File: src/sfsm_consts.vh
// What this block does
// - Fail-safe: regulators off, transceivers wake-capable
// - Limp-home output active during fail-safe
// - Outside development mode: watchdog failure enters fail-safe or restart
// - Rail undervoltage timeout while vs_above_lhuv, or thermal shutdown: fail-safe
// - Config 2 only: clamped reset enters fail-safe
// - Overtemperature fail-safe latched until cooled, then restart
// - Wake in non-thermal fail-safe: restart, record, clear counter
// - First serial word in normal reports cause
// - Test pin low at power-up: development mode
// - Development mode: watchdog failure no reset, rail on
// - Development mode: watchdog failure sets reset indication
// - Development mode: watchdog never reaches fail-safe/restart
// - Config 2: watchdog failure goes directly fail-safe
// - Otherwise second consecutive watchdog failure: fail-safe
// - Rail fed externally without battery: factory flash
`ifndef SFSM_CONSTS_VH
`define SFSM_CONSTS_VH
`define SFSM_ST_INIT 3'h0
`define SFSM_ST_NORMAL 3'h1
`define SFSM_ST_RESTART 3'h2
`define SFSM_ST_FAILSAFE 3'h3
`define SFSM_ST_FLASH 3'h4
`define SFSM_CAUSE_NONE 3'h0
`define SFSM_CAUSE_WDOG 3'h1
`define SFSM_CAUSE_UVTO 3'h2
`define SFSM_CAUSE_THERM 3'h3
`define SFSM_CAUSE_CLAMP 3'h4
`define SFSM_CFG_DEV 2'h0
`define SFSM_CFG_2 2'h2
`define SFSM_RESTART_CYC 8'h10
`endif

File: src/sfsm_mode_ctrl.v
`include "sfsm_consts.vh"
`default_nettype none
module sfsm_mode_ctrl (
  input wire mclk,
  input wire rst,
  input wire test_pin_low,
  input wire [1:0] cfg_sel,
  input wire wdog_fail,
  input wire uv_timeout,
  input wire vs_above_lhuv,
  input wire therm_shutdown,
  input wire therm_below_hyst,
  input wire reset_clamped,
  input wire wake_event,
  input wire [3:0] wake_src,
  input wire rail_ext_powered,
  input wire vs_present,
  input wire spi_word_done,
  output reg [2:0] mode_q,
  output reg regs_on_q,
  output reg xcvr_wake_cap_q,
  output reg limp_home_q,
  output reg reset_out_q,
  output reg dev_mode_q,
  output reg reset_ind_q,
  output reg int_q,
  output reg [2:0] fs_cause_q,
  output reg [3:0] wake_rec_q,
  output reg cause_valid_q,
  output reg [1:0] wd_fail_cnt_q
);
  reg [2:0] mode_d;
  reg [2:0] cause_d;
  reg [1:0] cnt_d;
  reg [7:0] rs_cnt_q;
  reg por_done_q;
  reg wd_fs;
  reg wd_rs;
  reg go_fs;

  // Configuration (cfg_sel 2 only) that skips restart on watchdog failure and reset clamp
  function is_cfg24;
    input [1:0] sel;
    begin
      is_cfg24 = (sel == `SFSM_CFG_2);
    end
  endfunction

  // Rail fed from outside while the battery is absent
  function is_flash;
    input ext;
    input vs;
    begin
      is_flash = ext & ~vs;
    end
  endfunction

  wire cfg24 = is_cfg24(cfg_sel);
  wire flash = is_flash(rail_ext_powered, vs_present);
  wire dev = dev_mode_q;

  // Watchdog failure reaction by configuration
  always @* begin
    wd_fs = 1'b0;
    wd_rs = 1'b0;
    if (wdog_fail && !dev) begin
      if (cfg_sel == `SFSM_CFG_2) begin
        wd_fs = 1'b1;
      end else if (cfg24) begin
        wd_fs = 1'b1;
      end else begin
        wd_fs = (wd_fail_cnt_q != 2'h0);
        wd_rs = ~wd_fs;
      end
    end
  end

  // Fail-safe triggers in priority order
  always @* begin
    go_fs = 1'b0;
    cause_d = `SFSM_CAUSE_NONE;
    if (therm_shutdown) begin
      go_fs = 1'b1;
      cause_d = `SFSM_CAUSE_THERM;
    end else if (uv_timeout && vs_above_lhuv) begin
      go_fs = 1'b1;
      cause_d = `SFSM_CAUSE_UVTO;
    end else if (reset_clamped && cfg24) begin
      go_fs = 1'b1;
      cause_d = `SFSM_CAUSE_CLAMP;
    end else if (wd_fs) begin
      go_fs = 1'b1;
      cause_d = `SFSM_CAUSE_WDOG;
    end
  end

  // Next mode and watchdog failure counter
  always @* begin
    mode_d = mode_q;
    cnt_d = wd_fail_cnt_q;
    if (wdog_fail && !dev && wd_fail_cnt_q != 2'h3) begin
      cnt_d = wd_fail_cnt_q + 2'h1;
    end
    case (mode_q)
      `SFSM_ST_FAILSAFE: begin
        if (fs_cause_q == `SFSM_CAUSE_THERM) begin
          if (therm_below_hyst) begin
            mode_d = `SFSM_ST_RESTART;
          end
        end else if (wake_event) begin
          mode_d = `SFSM_ST_RESTART;
          cnt_d = 2'h0;
        end
      end
      `SFSM_ST_FLASH: begin
        if (!flash) begin
          mode_d = `SFSM_ST_RESTART;
        end
      end
      `SFSM_ST_RESTART: begin
        if (go_fs) begin
          mode_d = `SFSM_ST_FAILSAFE;
        end else if (rs_cnt_q == 8'h00) begin
          mode_d = `SFSM_ST_NORMAL;
        end
      end
      `SFSM_ST_INIT, `SFSM_ST_NORMAL: begin
        if (go_fs) begin
          mode_d = `SFSM_ST_FAILSAFE;
        end else if (wd_rs) begin
          mode_d = `SFSM_ST_RESTART;
        end else if (mode_q == `SFSM_ST_INIT && por_done_q) begin
          mode_d = `SFSM_ST_NORMAL;
        end
      end
      default: begin
        mode_d = `SFSM_ST_INIT;
      end
    endcase
    if (flash) begin
      mode_d = `SFSM_ST_FLASH;
    end
  end

  always @(posedge mclk) begin
    if (rst) begin
      mode_q <= `SFSM_ST_INIT;
      wd_fail_cnt_q <= 2'h0;
      por_done_q <= 1'b0;
      dev_mode_q <= 1'b0;
    end else begin
      por_done_q <= 1'b1;
      // Strap taken once, in the first cycle after reset
      if (!por_done_q) begin
        dev_mode_q <= test_pin_low;
      end
      mode_q <= mode_d;
      wd_fail_cnt_q <= cnt_d;
    end
  end

  // Pins follow the next mode so they change together with mode_q
  always @(posedge mclk) begin
    if (rst) begin
      regs_on_q <= 1'b1;
      xcvr_wake_cap_q <= 1'b0;
      limp_home_q <= 1'b0;
      reset_out_q <= 1'b1;
    end else begin
      regs_on_q <= (mode_d != `SFSM_ST_FAILSAFE) && (mode_d != `SFSM_ST_FLASH);
      xcvr_wake_cap_q <= (mode_d == `SFSM_ST_FAILSAFE) || (mode_d == `SFSM_ST_FLASH);
      limp_home_q <= (mode_d == `SFSM_ST_FAILSAFE);
      // Reset held outside normal; dev mode keeps watchdog away from it
      reset_out_q <= (mode_d != `SFSM_ST_NORMAL);
    end
  end

  // Restart dwell, reloaded on each entry into restart
  always @(posedge mclk) begin
    if (rst) begin
      rs_cnt_q <= `SFSM_RESTART_CYC;
    end else if (mode_d == `SFSM_ST_RESTART && mode_q != `SFSM_ST_RESTART) begin
      rs_cnt_q <= `SFSM_RESTART_CYC;
    end else if (rs_cnt_q != 8'h00) begin
      rs_cnt_q <= rs_cnt_q - 8'h01;
    end
  end

  // Watchdog indication in dev mode; a new failure beats the readout clear
  always @(posedge mclk) begin
    if (rst) begin
      reset_ind_q <= 1'b0;
      int_q <= 1'b0;
    end else if (wdog_fail && dev) begin
      reset_ind_q <= 1'b1;
      int_q <= 1'b1;
    end else if (spi_word_done) begin
      reset_ind_q <= 1'b0;
      int_q <= 1'b0;
    end
  end

  // Cause and wake record survive until the first word read in normal
  always @(posedge mclk) begin
    if (rst) begin
      fs_cause_q <= `SFSM_CAUSE_NONE;
      wake_rec_q <= 4'h0;
      cause_valid_q <= 1'b0;
    end else if (mode_q != `SFSM_ST_FAILSAFE && mode_d == `SFSM_ST_FAILSAFE) begin
      fs_cause_q <= cause_d;
      cause_valid_q <= 1'b1;
      wake_rec_q <= 4'h0;
    end else if (mode_q == `SFSM_ST_FAILSAFE && wake_event &&
                 fs_cause_q != `SFSM_CAUSE_THERM) begin
      wake_rec_q <= wake_src;
    end else if (mode_q == `SFSM_ST_NORMAL && spi_word_done && cause_valid_q) begin
      cause_valid_q <= 1'b0;
      fs_cause_q <= `SFSM_CAUSE_NONE;
      wake_rec_q <= 4'h0;
    end
  end
endmodule
`default_nettype wire

File: config.mk
export PLATFORM = sky130hd
export DESIGN_NAME = sfsm_mode_ctrl
export DESIGN_NICKNAME = d
export VERILOG_FILES = /design/src/sfsm_mode_ctrl.v
export VERILOG_INCLUDE_DIRS = /design/src
export SDC_FILE = /design/constraint.sdc
export NUM_CORES = 1
export LEC_CHECK = 0
export ABC_AREA = 1
export BUFFER_PORTS_ARGS = -buffer_cell sky130_fd_sc_hd__clkbuf_2
export CAP_MARGIN = 20
export CORE_UTILIZATION = 46
export DETAILED_ROUTE_END_ITERATION = 12
export PLACE_DENSITY = 0.78
export REMOVE_ABC_BUFFERS = 1
export SLEW_MARGIN = 5
export SYNTH_ARGS = -nofsm -noshare
export SYNTH_HDL_FRONTEND = slang
export SYNTH_SLANG_ARGS = --single-unit
File: constraint.sdc
create_clock -name mclk -period 1.65 [get_ports mclk]
set_clock_uncertainty 0.05 [all_clocks]
set_input_delay 0.165 -clock mclk [delete_from_list [all_inputs] [get_ports mclk]]
set_output_delay 0.165 -clock mclk [all_outputs]
set_load 0.01 [all_outputs]
Yosys cells after proc, flatten, opt, wreduce, memory -nomap -nowiden
Index checks and enable logic that the tools add are counted.
{ "totals": {"inputBits": 19, "word_cells": 98, "regBits": 28, "out_inout_bits": 20} }
{ "classes": {"eq_ne": 17, "n_reduce_logical": 26, "n_addsub": 2, "n_mux": 37, "bitwise": 3} }
{ "ops": {"columns": ["cell", "count"], "rows": [
  ["3-bit 2-to-1 mux", 15],
  ["3-bit by 2-bit == test with 1-bit output (second input constant)", 5],
  ["1-bit 2-to-1 mux", 15],
  ["1-bit logical AND", 13],
  ["3-bit by 2-bit != test with 1-bit output (second input constant)", 4],
  ["3-bit case mux with 4 select lines", 1],
  ["8-bit zero test", 1],
  ["2-bit 2-to-1 mux", 4],
  ["4-bit 2-to-1 mux", 2],
  ["2-bit nonzero test", 4],
  ["8-bit nonzero test", 1],
  ["8-bit by 1-bit subtractor with 8-bit output (second input constant)", 1],
  ["3-bit == test (second input constant)", 2],
  ["2-bit OR reduction", 3],
  ["2-bit != test (second input constant)", 2],
  ["3-bit by 1-bit == test with 1-bit output (second input constant)", 1],
  ["3-bit zero test", 1],
  ["3-bit by 1-bit != test with 1-bit output (second input constant)", 1],
  ["3-bit != test (second input constant)", 1],
  ["2-bit by 1-bit adder with 2-bit output (second input constant)", 1],
  ["2-bit == test (second input constant)", 1],
  ["1-bit inverter", 2],
  ["2-bit AND reduction", 1],
  ["1-bit AND", 1],
  ["2 further kinds", 2]
]} }

Depth between registers and ports, before layout
Gate-level depths: netlist of the first run.
{ "depth": {"depth_word": 14, "ltp_mapped": 15, "ltp_nobuf": 15} }

Least setup slack after synthesis of the first run
No wires, ideal clock.
{ "synth_path": {"kind": "flip-flop to flip-flop", "from": "register rs_cnt_q[0]", "to": "register xcvr_wake_cap_q", "path_slack_ps": 50, "setup_time_ps": 109, "path_buffers": 0, "t_arrival_ps": 1441, "stages_incl_launch_ff": 16, "required_time_ps": 1491, "synth_period_minus_slack_ps": 1600, "path_cell_list": "dfxtp_1 > inv_1 > ha_1 > inv_2 > nor2_4 > nand2_2 > nor2_4 > nand3_1 > nand2_1 > nand2_4 > nand2_4 > inv_2 > nand2_2 > nor2_4 > nor2_4 > inv_2"} }
{ "synth_between": {"elab_chain_cells": 7, "word_cells_on_any_way": 8, "cone_classes": "eq/ne: 2; mux: 4; reduce/logical: 2"} }
{ "synth_rtl": {"columns": ["item", "line_no", "text"], "rows": [
  ["start, declared", "sfsm_mode_ctrl.v:35", "reg [7:0] rs_cnt_q;"],
  ["start signal, assigned", "sfsm_mode_ctrl.v:181", "rs_cnt_q <= `SFSM_RESTART_CYC;"],
  ["start signal, assigned", "sfsm_mode_ctrl.v:183", "rs_cnt_q <= `SFSM_RESTART_CYC;"],
  ["start signal, assigned", "sfsm_mode_ctrl.v:185", "rs_cnt_q <= rs_cnt_q - 8'h01;"],
  ["8-bit zero test *", "sfsm_mode_ctrl.v:123", "end else if (rs_cnt_q == 8'h00) begin"],
  ["3-bit 2-to-1 mux *", "sfsm_mode_ctrl.v:123", null],
  ["3-bit 2-to-1 mux *", "sfsm_mode_ctrl.v:121", "if (go_fs) begin"],
  ["3-bit case mux with 4 select lines *", "sfsm_mode_ctrl.v:104", "case (mode_q)"],
  ["3-bit 2-to-1 mux *", "sfsm_mode_ctrl.v:140", "if (flash) begin"],
  ["3-bit by 2-bit == test with 1-bit output (no source line) / 3-bit == test (equally long branches)", null, null],
  ["1-bit logical OR *", "sfsm_mode_ctrl.v:171", "xcvr_wake_cap_q <= (mode_d == `SFSM_ST_FAILSAFE) || (mode_d == `SFSM_ST_FLASH);"],
  ["end signal, assigned", "sfsm_mode_ctrl.v:171", null],
  ["end, declared", "sfsm_mode_ctrl.v:21", "output reg xcvr_wake_cap_q,"]
]} }
Mark *: on every way between the ends. The rest lies on a longest branch, timed or not.
A chain may end at the register's enable or synchronous reset.

Worst setup path after layout of the first run
{ "layout_path": {"from": "register mode_q[2]", "to": "register rs_cnt_q[0]"} }
{ "layout_between": {"elab_chain_cells": 10, "word_cells_on_any_way": 21, "cone_classes": "eq/ne: 6; mux: 10; reduce/logical: 5"} }
{ "layout_rtl": {"columns": ["item", "line_no", "text"], "rows": [
  ["start, declared", "sfsm_mode_ctrl.v:19", "output reg [2:0] mode_q,"],
  ["start signal, assigned", "sfsm_mode_ctrl.v:147", "mode_q <= `SFSM_ST_INIT;"],
  ["start signal, assigned", "sfsm_mode_ctrl.v:157", "mode_q <= mode_d;"],
  ["3-bit zero test", "sfsm_mode_ctrl.v:104", null],
  ["1-bit logical AND", "sfsm_mode_ctrl.v:132", "end else if (mode_q == `SFSM_ST_INIT && por_done_q) begin"],
  ["3-bit 2-to-1 mux", "sfsm_mode_ctrl.v:132", null],
  ["3-bit 2-to-1 mux", "sfsm_mode_ctrl.v:130", "end else if (wd_rs) begin"],
  ["3-bit 2-to-1 mux", "sfsm_mode_ctrl.v:128", "if (go_fs) begin"],
  ["3-bit case mux with 4 select lines", "sfsm_mode_ctrl.v:104", null],
  ["3-bit 2-to-1 mux", "sfsm_mode_ctrl.v:140", null],
  ["3-bit by 2-bit == test with 1-bit output (no source line)", null, null],
  ["1-bit logical AND (no source line) *", null, null],
  ["2-bit OR reduction (no source line) *", null, null]
]} }
Marked as above.

==> run summary, run 1 <==
The run finished with clean final reports. The synthesized-area fraction occupied by and/or/nand/nor cells came out at 0.3859. The core region is 3028 um2. The adder and majority cell fraction of the synthesized area is 0.02584. The global placer's final weighted congestion came out at 0.9008.

The overall power consumption is 2240 uW. The signal on the critical path passes through nor3_4 > nor2_1 > a21oi_2 > nand2_4 > nand2_4 > inv_4 > nand2_4 > nand2_8 > nor2_4. The tool flagged a number of max-cap violations equal to 0. The initial utilization of the core area, before any placement, comes to 0.4798. By count the netlist is led by sky130_fd_sc_hd__dfxtp_1 (28), sky130_fd_sc_hd__nand2_1 (26), sky130_fd_sc_hd__inv_1 (23).

The number of buffers between clock root and the deepest sink is 2. For this run, design rule violations remaining after detail routing come to 0. The Yosys step of the flow raised 0 warnings.

In the final layout, the share of cells above drive strength 1 is 0.4412. The static power due to leakage came out at 0.0008895 uW. Setup repair after global routing could not meet its margin everywhere. By instance count, the cell type seen most on the critical path is sky130_fd_sc_hd__nand2_4. The number of antenna violations at the first check in global routing is 0. The library cell with the largest summed area after synthesis is sky130_fd_sc_hd__dfxtp_1.

The number of pins exceeding their max-slew limit in the final report is 0. The number of nets in the final layout is 262. For this design, the sink count on the clock tree is 28. The placement-stage cell area is 1715 um2. From left edge to right edge, the die measures 58.20 um.

After synthesis the cells add up to 1453 um2. The number of detailed-route iterations in the first pass came out at 4. The average cell area after synthesis is 7.645 um2. The top cell type's share of synthesized area is 0.3859. CTS built an H-tree with a depth of 1. The count of final hold-check violations is 0. The die covers 3387 um2. The total number of placement rows is 20. The clock latency on the worst-skew pair is 0.33 ns. The area added between synthesis and finish came out at 29.89%.

The wire length of the first global-routing pass came out at 4995 um. The final cycle utilization of the critical path is 0.9886. The final count of negative-setup-slack endpoints is 0. The root buffer selected by CTS is sky130_fd_sc_hd__clkbuf_4.

Synthesis inferred 28 register bits. The highest-delay cell along the critical path is sky130_fd_sc_hd__dfxtp_1. The global-route usage over all layers came out at 0.1917. Timing would allow up to 613.0 MHz. Across the VDD grid, the largest voltage drop is 0.5010 mV. The worst setup path category is reg2reg. 0 antenna diodes ended up in the layout. After detailed placement, the design holds a cell count of 274. The count of vias placed by the detailed router is 1410. The routed wire length is 3295 um. The power density over cell area is 1187 nW/um2. TritonCTS built the clock tree. The aggregate global routing overflow came out at 0.

The type of the most critical hold path is in2reg. The clock transition at the registers of the reported paths is 0.15 ns. By instance count, the leading cell after synthesis is sky130_fd_sc_hd__dfxtp_1. The post-detailed-route wirelength per cell is 11.68 um.

The peak fanout along the critical path came out at 7. Of the total synthesized cell area, the portion taken by XOR and XNOR cells is 0.02412. The count of port buffers added during placement is 38. For this run, the leading register cell type out of synthesis is sky130_fd_sc_hd__dfxtp_1.

The count of placed standard cells in the final layout, fillers left out came out at 282. The transition time at the pin with the least slew margin came out at 0.3881 ns. The pin count of the biggest net entering global routing came out at 15. The count of nets left with antenna violations once routing finished came out at 0. The proportion of synthesized area in mux cells is 0.006891. Synthesis produced 190 cells.

The worst endpoint data arrival time came out at 1.86 ns. The tightest slew margin relative to the limit came out at 0.7413. The async set-or-reset flop fraction in the synthesized netlist came out at 0.

Synthesis instantiated 25 different standard cells from the library. The number of ports placed on the die boundary came out at 39. The required time at the endpoint of the critical path came out at 1.88 ns.

The worst setup path is captured at a flip-flop. TritonCTS created 3 clock buffers. The via count of the first global-routing pass came out at 1190. Ranked by total cell area, the synthesized netlist is headed by sky130_fd_sc_hd__dfxtp_1 (39%), sky130_fd_sc_hd__nand2_1 (6.7%), sky130_fd_sc_hd__inv_1 (5.9%). In this run, synthesis inferred 0 flip-flops with an integrated enable. The HPWL after detailed placement is 2313 um. The minimum clock period is 1.631 ns. STA classifies the critical path startpoint as a flip-flop.

The average via count per standard cell is 5.000. The total negative slack for setup checks is 0 ns. The y dimension of the die came out at 58.20 um. The number of design-rule violations left by the first detailed-router iteration came out at 32. The share of synthesized area occupied by flip-flops and latches is 0.3859. The fraction of the mapped netlist area in compound gates is 0.08269.

After synthesis, the largest family of logic cells by area is simple AND/OR/NAND/NOR gates. The total non-filler cell area in the finished layout is 1887 um2. The delay contributed by the slowest stage of the critical path came out at 0.43 ns.
per-stage QoR:
step / util / worst slack [ns] / hold WS, ns
floorplan: - / 0.05570 / 0.1841
global placement: 0.5665 / -0.03426 / 0.3769
detailed placement: 0.5665 / -0.03725 / 0.3823
CTS: 0.5843 / 0.02340 / 0.01657
global route: 0.6231 / -0.07216 / 0.02775
finish: 0.6231 / 0.01878 / 0.02425
registers in the layout (all words and copies together) (netlist names):
signal and flops:
dev_mode_q 1, cause_valid_q 1, wake_rec_q 4, xcvr_wake_cap_q 1, reset_out_q 1, limp_home_q 1, regs_on_q 1, rs_cnt_q 8
wd_fail_cnt_q 2, int_q 1, fs_cause_q 3, por_done_q 1, mode_q 3
metal layers:
metal,track usage,part of all wire
met3,0.02232,0.033
met2,0.3136,0.52
met4,0.09184,0.015
met1,0.2517,0.43
met5,0,0
report_power, final:
group	total (uW)	leakage (uW)	switching (uW)	internal [uW]
Sequential	883	0.000232	93.2	789
Combinational	1070	0.000644	641	431
Clock	286	0.0000138	200	85.8
final cells by class:
type / instances / area (um2)
Multi-Input combinational cell: 129 / 867.1
Inverter: 31 / 118.9
Clock buffer: 3 / 22.52
Fill cell: 282 / 1141
Timing Repair Buffer: 47 / 257.7
Tap cell: 44 / 55.05
Sequential cell: 28 / 565.5
critical path: cells and delay by family, from the launching register on:
kind                   cells  cell delay (ns)
AO/OA/AOI/OAI              1             0.16
flip-flops                 1             0.43
buffers and inverters      1             0.05
AND/OR/NAND/NOR            7             0.90
timing repair:
action / CTS / global route
resized for setup: 7 / 23
pin swaps: 1 / 11
hold buffers: 0 / 0
endpoints found under the setup margin: 16 / 18
setup buffers: 1 / 4
gates cloned: 0 / 0
cells by family (layout without fill, tap and decap cells):
| logic type | after synthesis | count (layout) |
|---|---|---|
| XOR/XNOR | 4 | 4 |
| AND/OR/NAND/NOR | 99 | 99 |
| adder cells (fa/ha/maj) | 3 | 3 |
| multiplexers | 1 | 1 |
| flip-flops | 28 | 28 |
| buffers and inverters | 33 | 81 |
| AO/OA/AOI/OAI | 22 | 22 |
layout by cell type (no fill, tap or decap):
master	Yosys	final
sky130_fd_sc_hd__clkinv_1	1	1
sky130_fd_sc_hd__nand2_8	0	1
sky130_fd_sc_hd__inv_2	7	8
sky130_fd_sc_hd__clkbuf_4	0	3
sky130_fd_sc_hd__nor2_4	5	8
sky130_fd_sc_hd__buf_4	1	9
sky130_fd_sc_hd__inv_4	0	1
sky130_fd_sc_hd__ha_4	0	1
sky130_fd_sc_hd__nor2_1	19	17
sky130_fd_sc_hd__nor3_1	1	1
sky130_fd_sc_hd__o31ai_1	1	1
sky130_fd_sc_hd__ha_1	3	2
sky130_fd_sc_hd__o21ai_0	6	6
sky130_fd_sc_hd__dfxtp_2	0	4
sky130_fd_sc_hd__dfxtp_1	28	24
sky130_fd_sc_hd__inv_1	23	21
sky130_fd_sc_hd__mux2i_1	1	1
sky130_fd_sc_hd__a21oi_1	12	11
sky130_fd_sc_hd__nand4_1	10	10
sky130_fd_sc_hd__xor2_1	4	4
sky130_fd_sc_hd__nand2_1	26	20
sky130_fd_sc_hd__o21ai_2	0	1
sky130_fd_sc_hd__nand2_4	3	5
sky130_fd_sc_hd__nor2_2	8	7
sky130_fd_sc_hd__nand3_4	0	2
sky130_fd_sc_hd__a21oi_2	2	3
sky130_fd_sc_hd__nand3_1	16	14
sky130_fd_sc_hd__clkbuf_2	0	38
sky130_fd_sc_hd__nor3_4	2	2
sky130_fd_sc_hd__nand2_2	5	8
sky130_fd_sc_hd__nand3_2	4	4
path summary, 6_finish.rpt:
kind	from	end	slack, ns	cells after the start
setup / recovery	mode_q[2]$_SDFF_PP0_	rs_cnt_q[0]$_SDFFE_PP0N_	0.02	9
hold / removal	wdog_fail	int_q$_SDFFE_PP0P_	0.02	3
setup reg to reg	mode_q[2]$_SDFF_PP0_	rs_cnt_q[0]$_SDFFE_PP0N_	0.02	9
hold reg to reg	por_done_q$_DFF_P_	dev_mode_q$_SDFFE_PP0N_	0.42	1
(Power assumes the default switching activity.)
==> run 2, diff against run 1 <==
--- a/config.mk
+++ b/config.mk
@@ -9,7 +9,8 @@
 export ABC_AREA = 1
 export BUFFER_PORTS_ARGS = -buffer_cell sky130_fd_sc_hd__clkbuf_2
 export CAP_MARGIN = 20
-export CORE_UTILIZATION = 46
+export CORE_UTILIZATION = 49
+export CTS_BUF_LIST = sky130_fd_sc_hd__clkbuf_4
 export DETAILED_ROUTE_END_ITERATION = 12
 export PLACE_DENSITY = 0.78
 export REMOVE_ABC_BUFFERS = 1
==> run summary, run 2 (synthesis results as in run 1) <==
The final cycle utilization of the critical path came out at 0.9873 (was 0.9886). The multi-input combinational cell area is 832.0 um2 (was 867.1 um2). Setup repair after global routing missed its margin: yes (unchanged). The y dimension of the die came to 56.45 um (was 58.20 um). The final design utilization was 0.6964 (was 0.6231). The final-layout fill cell count came out at 248 (was 282).

The aggregate global routing overflow came out at 0 (unchanged). The area added between synthesis and finish was 33.33% (was 29.89%). The endpoint of the most critical setup path was rs_cnt_q[2]$_SDFFE_PP0N_ (was rs_cnt_q[0]$_SDFFE_PP0N_). The required time at the endpoint of the critical path is 1.85 ns (was 1.88 ns). The clock transition at the registers of the reported paths came to 0.15 ns (about the same). The number of buffers between clock root and the deepest sink is 2 (unchanged).

The count of maximum capacitance violations is 0 (unchanged). The type of the most critical hold path is in2reg (unchanged). The area of the core came out at 2781 um2 (was 3028 um2). The number of ports placed on the die boundary is 39 (unchanged). The clock tree from TritonCTS is yes (unchanged).

The width of the die came to 56.45 um (was 58.20 um). The number of sinks driven by the clock tree was 28 (unchanged). The cell total after placement is 264 (was 274). The overall power consumption is 2478 uW (was 2240 uW).

The global-route usage over all layers was 0.2158 (was 0.1917). The pin count of the biggest net entering global routing is 17 (was 15). Registers with the most flip-flops: rs_cnt_q (8), wake_rec_q (4) (unchanged). The startpoint type of the worst setup path is a flip-flop (unchanged). The most common cell after layout, fill and taps aside is sky130_fd_sc_hd__clkbuf_2 (unchanged). The reg-to-reg critical path endpoint was rs_cnt_q[2]$_SDFFE_PP0N_ (was rs_cnt_q[0]$_SDFFE_PP0N_). The count of vias placed by the detailed router is 1437 (was 1410). The number of detailed-route iterations in the first pass is 4 (unchanged).

The cell type with the highest occurrence count on the critical path was sky130_fd_sc_hd__nor2_2 (was sky130_fd_sc_hd__nand2_4). The number of design-rule violations left by the first detailed-router iteration is 61 (was 32). The peak fanout along the critical path came out at 7 (unchanged). The root buffer selected by CTS is sky130_fd_sc_hd__clkbuf_4 (unchanged).

CP Cell Sequence: inv_2 > ha_4 > nand2_1 > nor2_2 > nand2_2 > nand3_1 > nand2_1 > nand3_2 > nor2_2 > nand2_4 > nand2_8 > nor2_2 (was nor3_4 > nor2_1 > a21oi_2 > nand2_4 > nand2_4 > inv_4 > nand2_4 > nand2_8 > nor2_4). The worst slack after detailed placement came out at -0.03600 ns (was -0.03725 ns). The critical path endpoint category is a flip-flop (unchanged).

The number of pins exceeding their max-slew limit in the final report is 0 (unchanged). The number of antenna violations at the first check in global routing came to 0 (unchanged). The placement-stage cell area came out at 1722 um2 (was 1715 um2).

The number of nets in the final layout came out at 270 (was 262). The worst setup path category was reg2reg (unchanged). The number of buffers created by CTS is 3 (unchanged).

The number of logic stages on the critical path including buffering is 12 (was 9). The start point of the critical path is rs_cnt_q[1]$_SDFFE_PP0N_ (was mode_q[2]$_SDFF_PP0_). The global placer's final weighted congestion came to 0.8087 (was 0.9008). The number of inserted diodes is 0 (unchanged). The static power due to leakage came to 0.0009263 uW (was 0.0008895 uW). The flip-flop count of the largest register after layout is 8 (unchanged). The wire length of the first global-routing pass came out at 5478 um (was 4995 um). The sequential cell area is 568.0 um2 (was 565.5 um2). The total non-filler cell area in the finished layout is 1937 um2 (was 1887 um2). The average via count per standard cell is 5.169 (was 5.000).

The launch instance of the worst register-to-register path is rs_cnt_q[1]$_SDFFE_PP0N_ (was mode_q[2]$_SDFF_PP0_). The transition time at the pin with the least slew margin came to 0.3759 ns (was 0.3881 ns). The highest-delay cell along the critical path was sky130_fd_sc_hd__dfxtp_2 (was sky130_fd_sc_hd__dfxtp_1).

The cell family contributing the most delay on the critical path is simple AND/OR/NAND/NOR gates (unchanged). The worst ir drop on vdd came out at 1.023 mV (was 0.5010 mV). The minimum clock period is 1.629 ns (was 1.631 ns). The count of port buffers added during placement came out at 38 (unchanged). The fraction of final layout cells sized beyond drive strength 1 was 0.4372 (was 0.4412). The clock latency on the worst-skew pair is 0.34 ns (was 0.33 ns). Outcome: finished clean (unchanged). The delay contributed by the slowest stage of the critical path is 0.36 ns (was 0.43 ns). The via count of the first global-routing pass is 1301 (was 1190). The length in cells of the worst reg-to-reg path came to 12 (was 9). The buffers plus inverters on the worst setup path is 1 (unchanged). The count of placed standard cells in the final layout, fillers left out was 278 (was 282). The final count of negative-setup-slack endpoints came out at 0 (unchanged). The post-detailed-route wirelength per cell is 12.07 um (was 11.68 um). The post-route DRC violation count is 0 (unchanged). The internal reg-to-reg setup slack came out at 0.02 ns (about the same).

The effective utilization at floorplan was 0.5223 (was 0.4798). The count of antenna-violating nets left after detailed routing was 0 (unchanged). The number of cells traversed by the worst hold path came out at 3 (unchanged). The largest register by flop count is rs_cnt_q (unchanged). The depth of the CTS H-tree came to 1 (unchanged). Most frequent cells in the layout: sky130_fd_sc_hd__clkbuf_2 (38), sky130_fd_sc_hd__nand2_1 (23), sky130_fd_sc_hd__dfxtp_1 (22) (was sky130_fd_sc_hd__clkbuf_2 (38), sky130_fd_sc_hd__dfxtp_1 (24), sky130_fd_sc_hd__inv_1 (21)). The total number of placement rows was 19 (was 20). The smallest setup slack after layout is 0.02103 ns (was 0.01878 ns). The routed wire length is 3355 um (was 3295 um). The count of final hold-check violations is 0 (unchanged). The power density over cell area is 1280 nW/um2 (was 1187 nW/um2).

The worst endpoint data arrival time came out at 1.83 ns (was 1.86 ns). The total die area is 3186 um2 (was 3387 um2). The upper clock frequency limit came out at 613.9 MHz (was 613.0 MHz). The tightest slew margin relative to the limit came out at 0.7479 (was 0.7413). The HPWL after detailed placement was 2345 um (was 2313 um).
## run 2: cell types whose count changed in the layout (fill, tap and decap cells not counted), moves of 2 or more
cell / change
sky130_fd_sc_hd__buf_4: +5
sky130_fd_sc_hd__nand2_1: +3
sky130_fd_sc_hd__a21oi_2: -2
sky130_fd_sc_hd__dfxtp_1: -2
sky130_fd_sc_hd__dfxtp_2: +2
sky130_fd_sc_hd__dlygate4sd3_1: +2
sky130_fd_sc_hd__nand2_4: -2
## run 2: final cells by class
| class | instances | area share |
|---|---|---|
| Sequential cell | 28 | 0.2933 |
| Multi-Input combinational cell | 129 | 0.4296 |
| Inverter | 31 | 0.06137 |
| Clock buffer | 3 | 0.01163 |
| Timing Repair Buffer | 55 | 0.1686 |
| Clock inverter | 1 | 0.01550 |
| Tap cell | 31 | 0.02003 |
## run 2: routing by layer
layer,track usage,routed length [um],part of all wire
met2,0.3647,1636,0.49
met4,0.07317,49,0.015
met1,0.2791,1520,0.45
met5,0,0,0
met3,0.03226,149,0.044
## run 2: power by group
group          switching [uW]  total (uW)  internal [uW]
Combinational             630        1140            508
Sequential               90.0         880            790
Clock                     214         460            246
## run 2: how the worst min path moves through the flow
| stage | from | end | slack, ns |
|---|---|---|---|
| 4_1_cts | wdog_fail | int_q$_SDFFE_PP0P_ | 0.02 |
| 3_5_place_dp | wdog_fail | int_q$_SDFFE_PP0P_ | 0.38 |
| 2_1_floorplan | rst | fs_cause_q[0]$_SDFFE_PP0P_ | 0.18 |
| 6_report | wdog_fail | int_q$_SDFFE_PP0P_ | 0.01 |
| 5_1_grt | wdog_fail | int_q$_SDFFE_PP0P_ | 0.009 |
| 3_3_place_gp | wake_src[3] | wake_rec_q[3]$_SDFFE_PP0P_ | 0.38 |
## run 2: per-stage QoR
stage          setup TNS (ns)  hold slack [ns]
3_3_place_gp         -0.02903           0.3808
4_1_cts                     0          0.02140
2_1_floorplan               0           0.1841
5_1_grt               -0.8204         0.008893
6_report                    0          0.01390
3_5_place_dp          -0.2486           0.3824
## run 2: worst min-delay path, cell delays in order
cell and delay, ns:
sky130_fd_sc_hd__clkbuf_2 0.09, sky130_fd_sc_hd__nand2_1 0.06, sky130_fd_sc_hd__a21oi_1 0.06
## run 2: repair_timing
item,CTS,global route
pin swaps,6,9
setup buffers,5,3
resized for setup,8,16
endpoints found under the hold margin,0,2
cloned,0,0
endpoints found under the setup margin,14,19
hold buffers,0,2
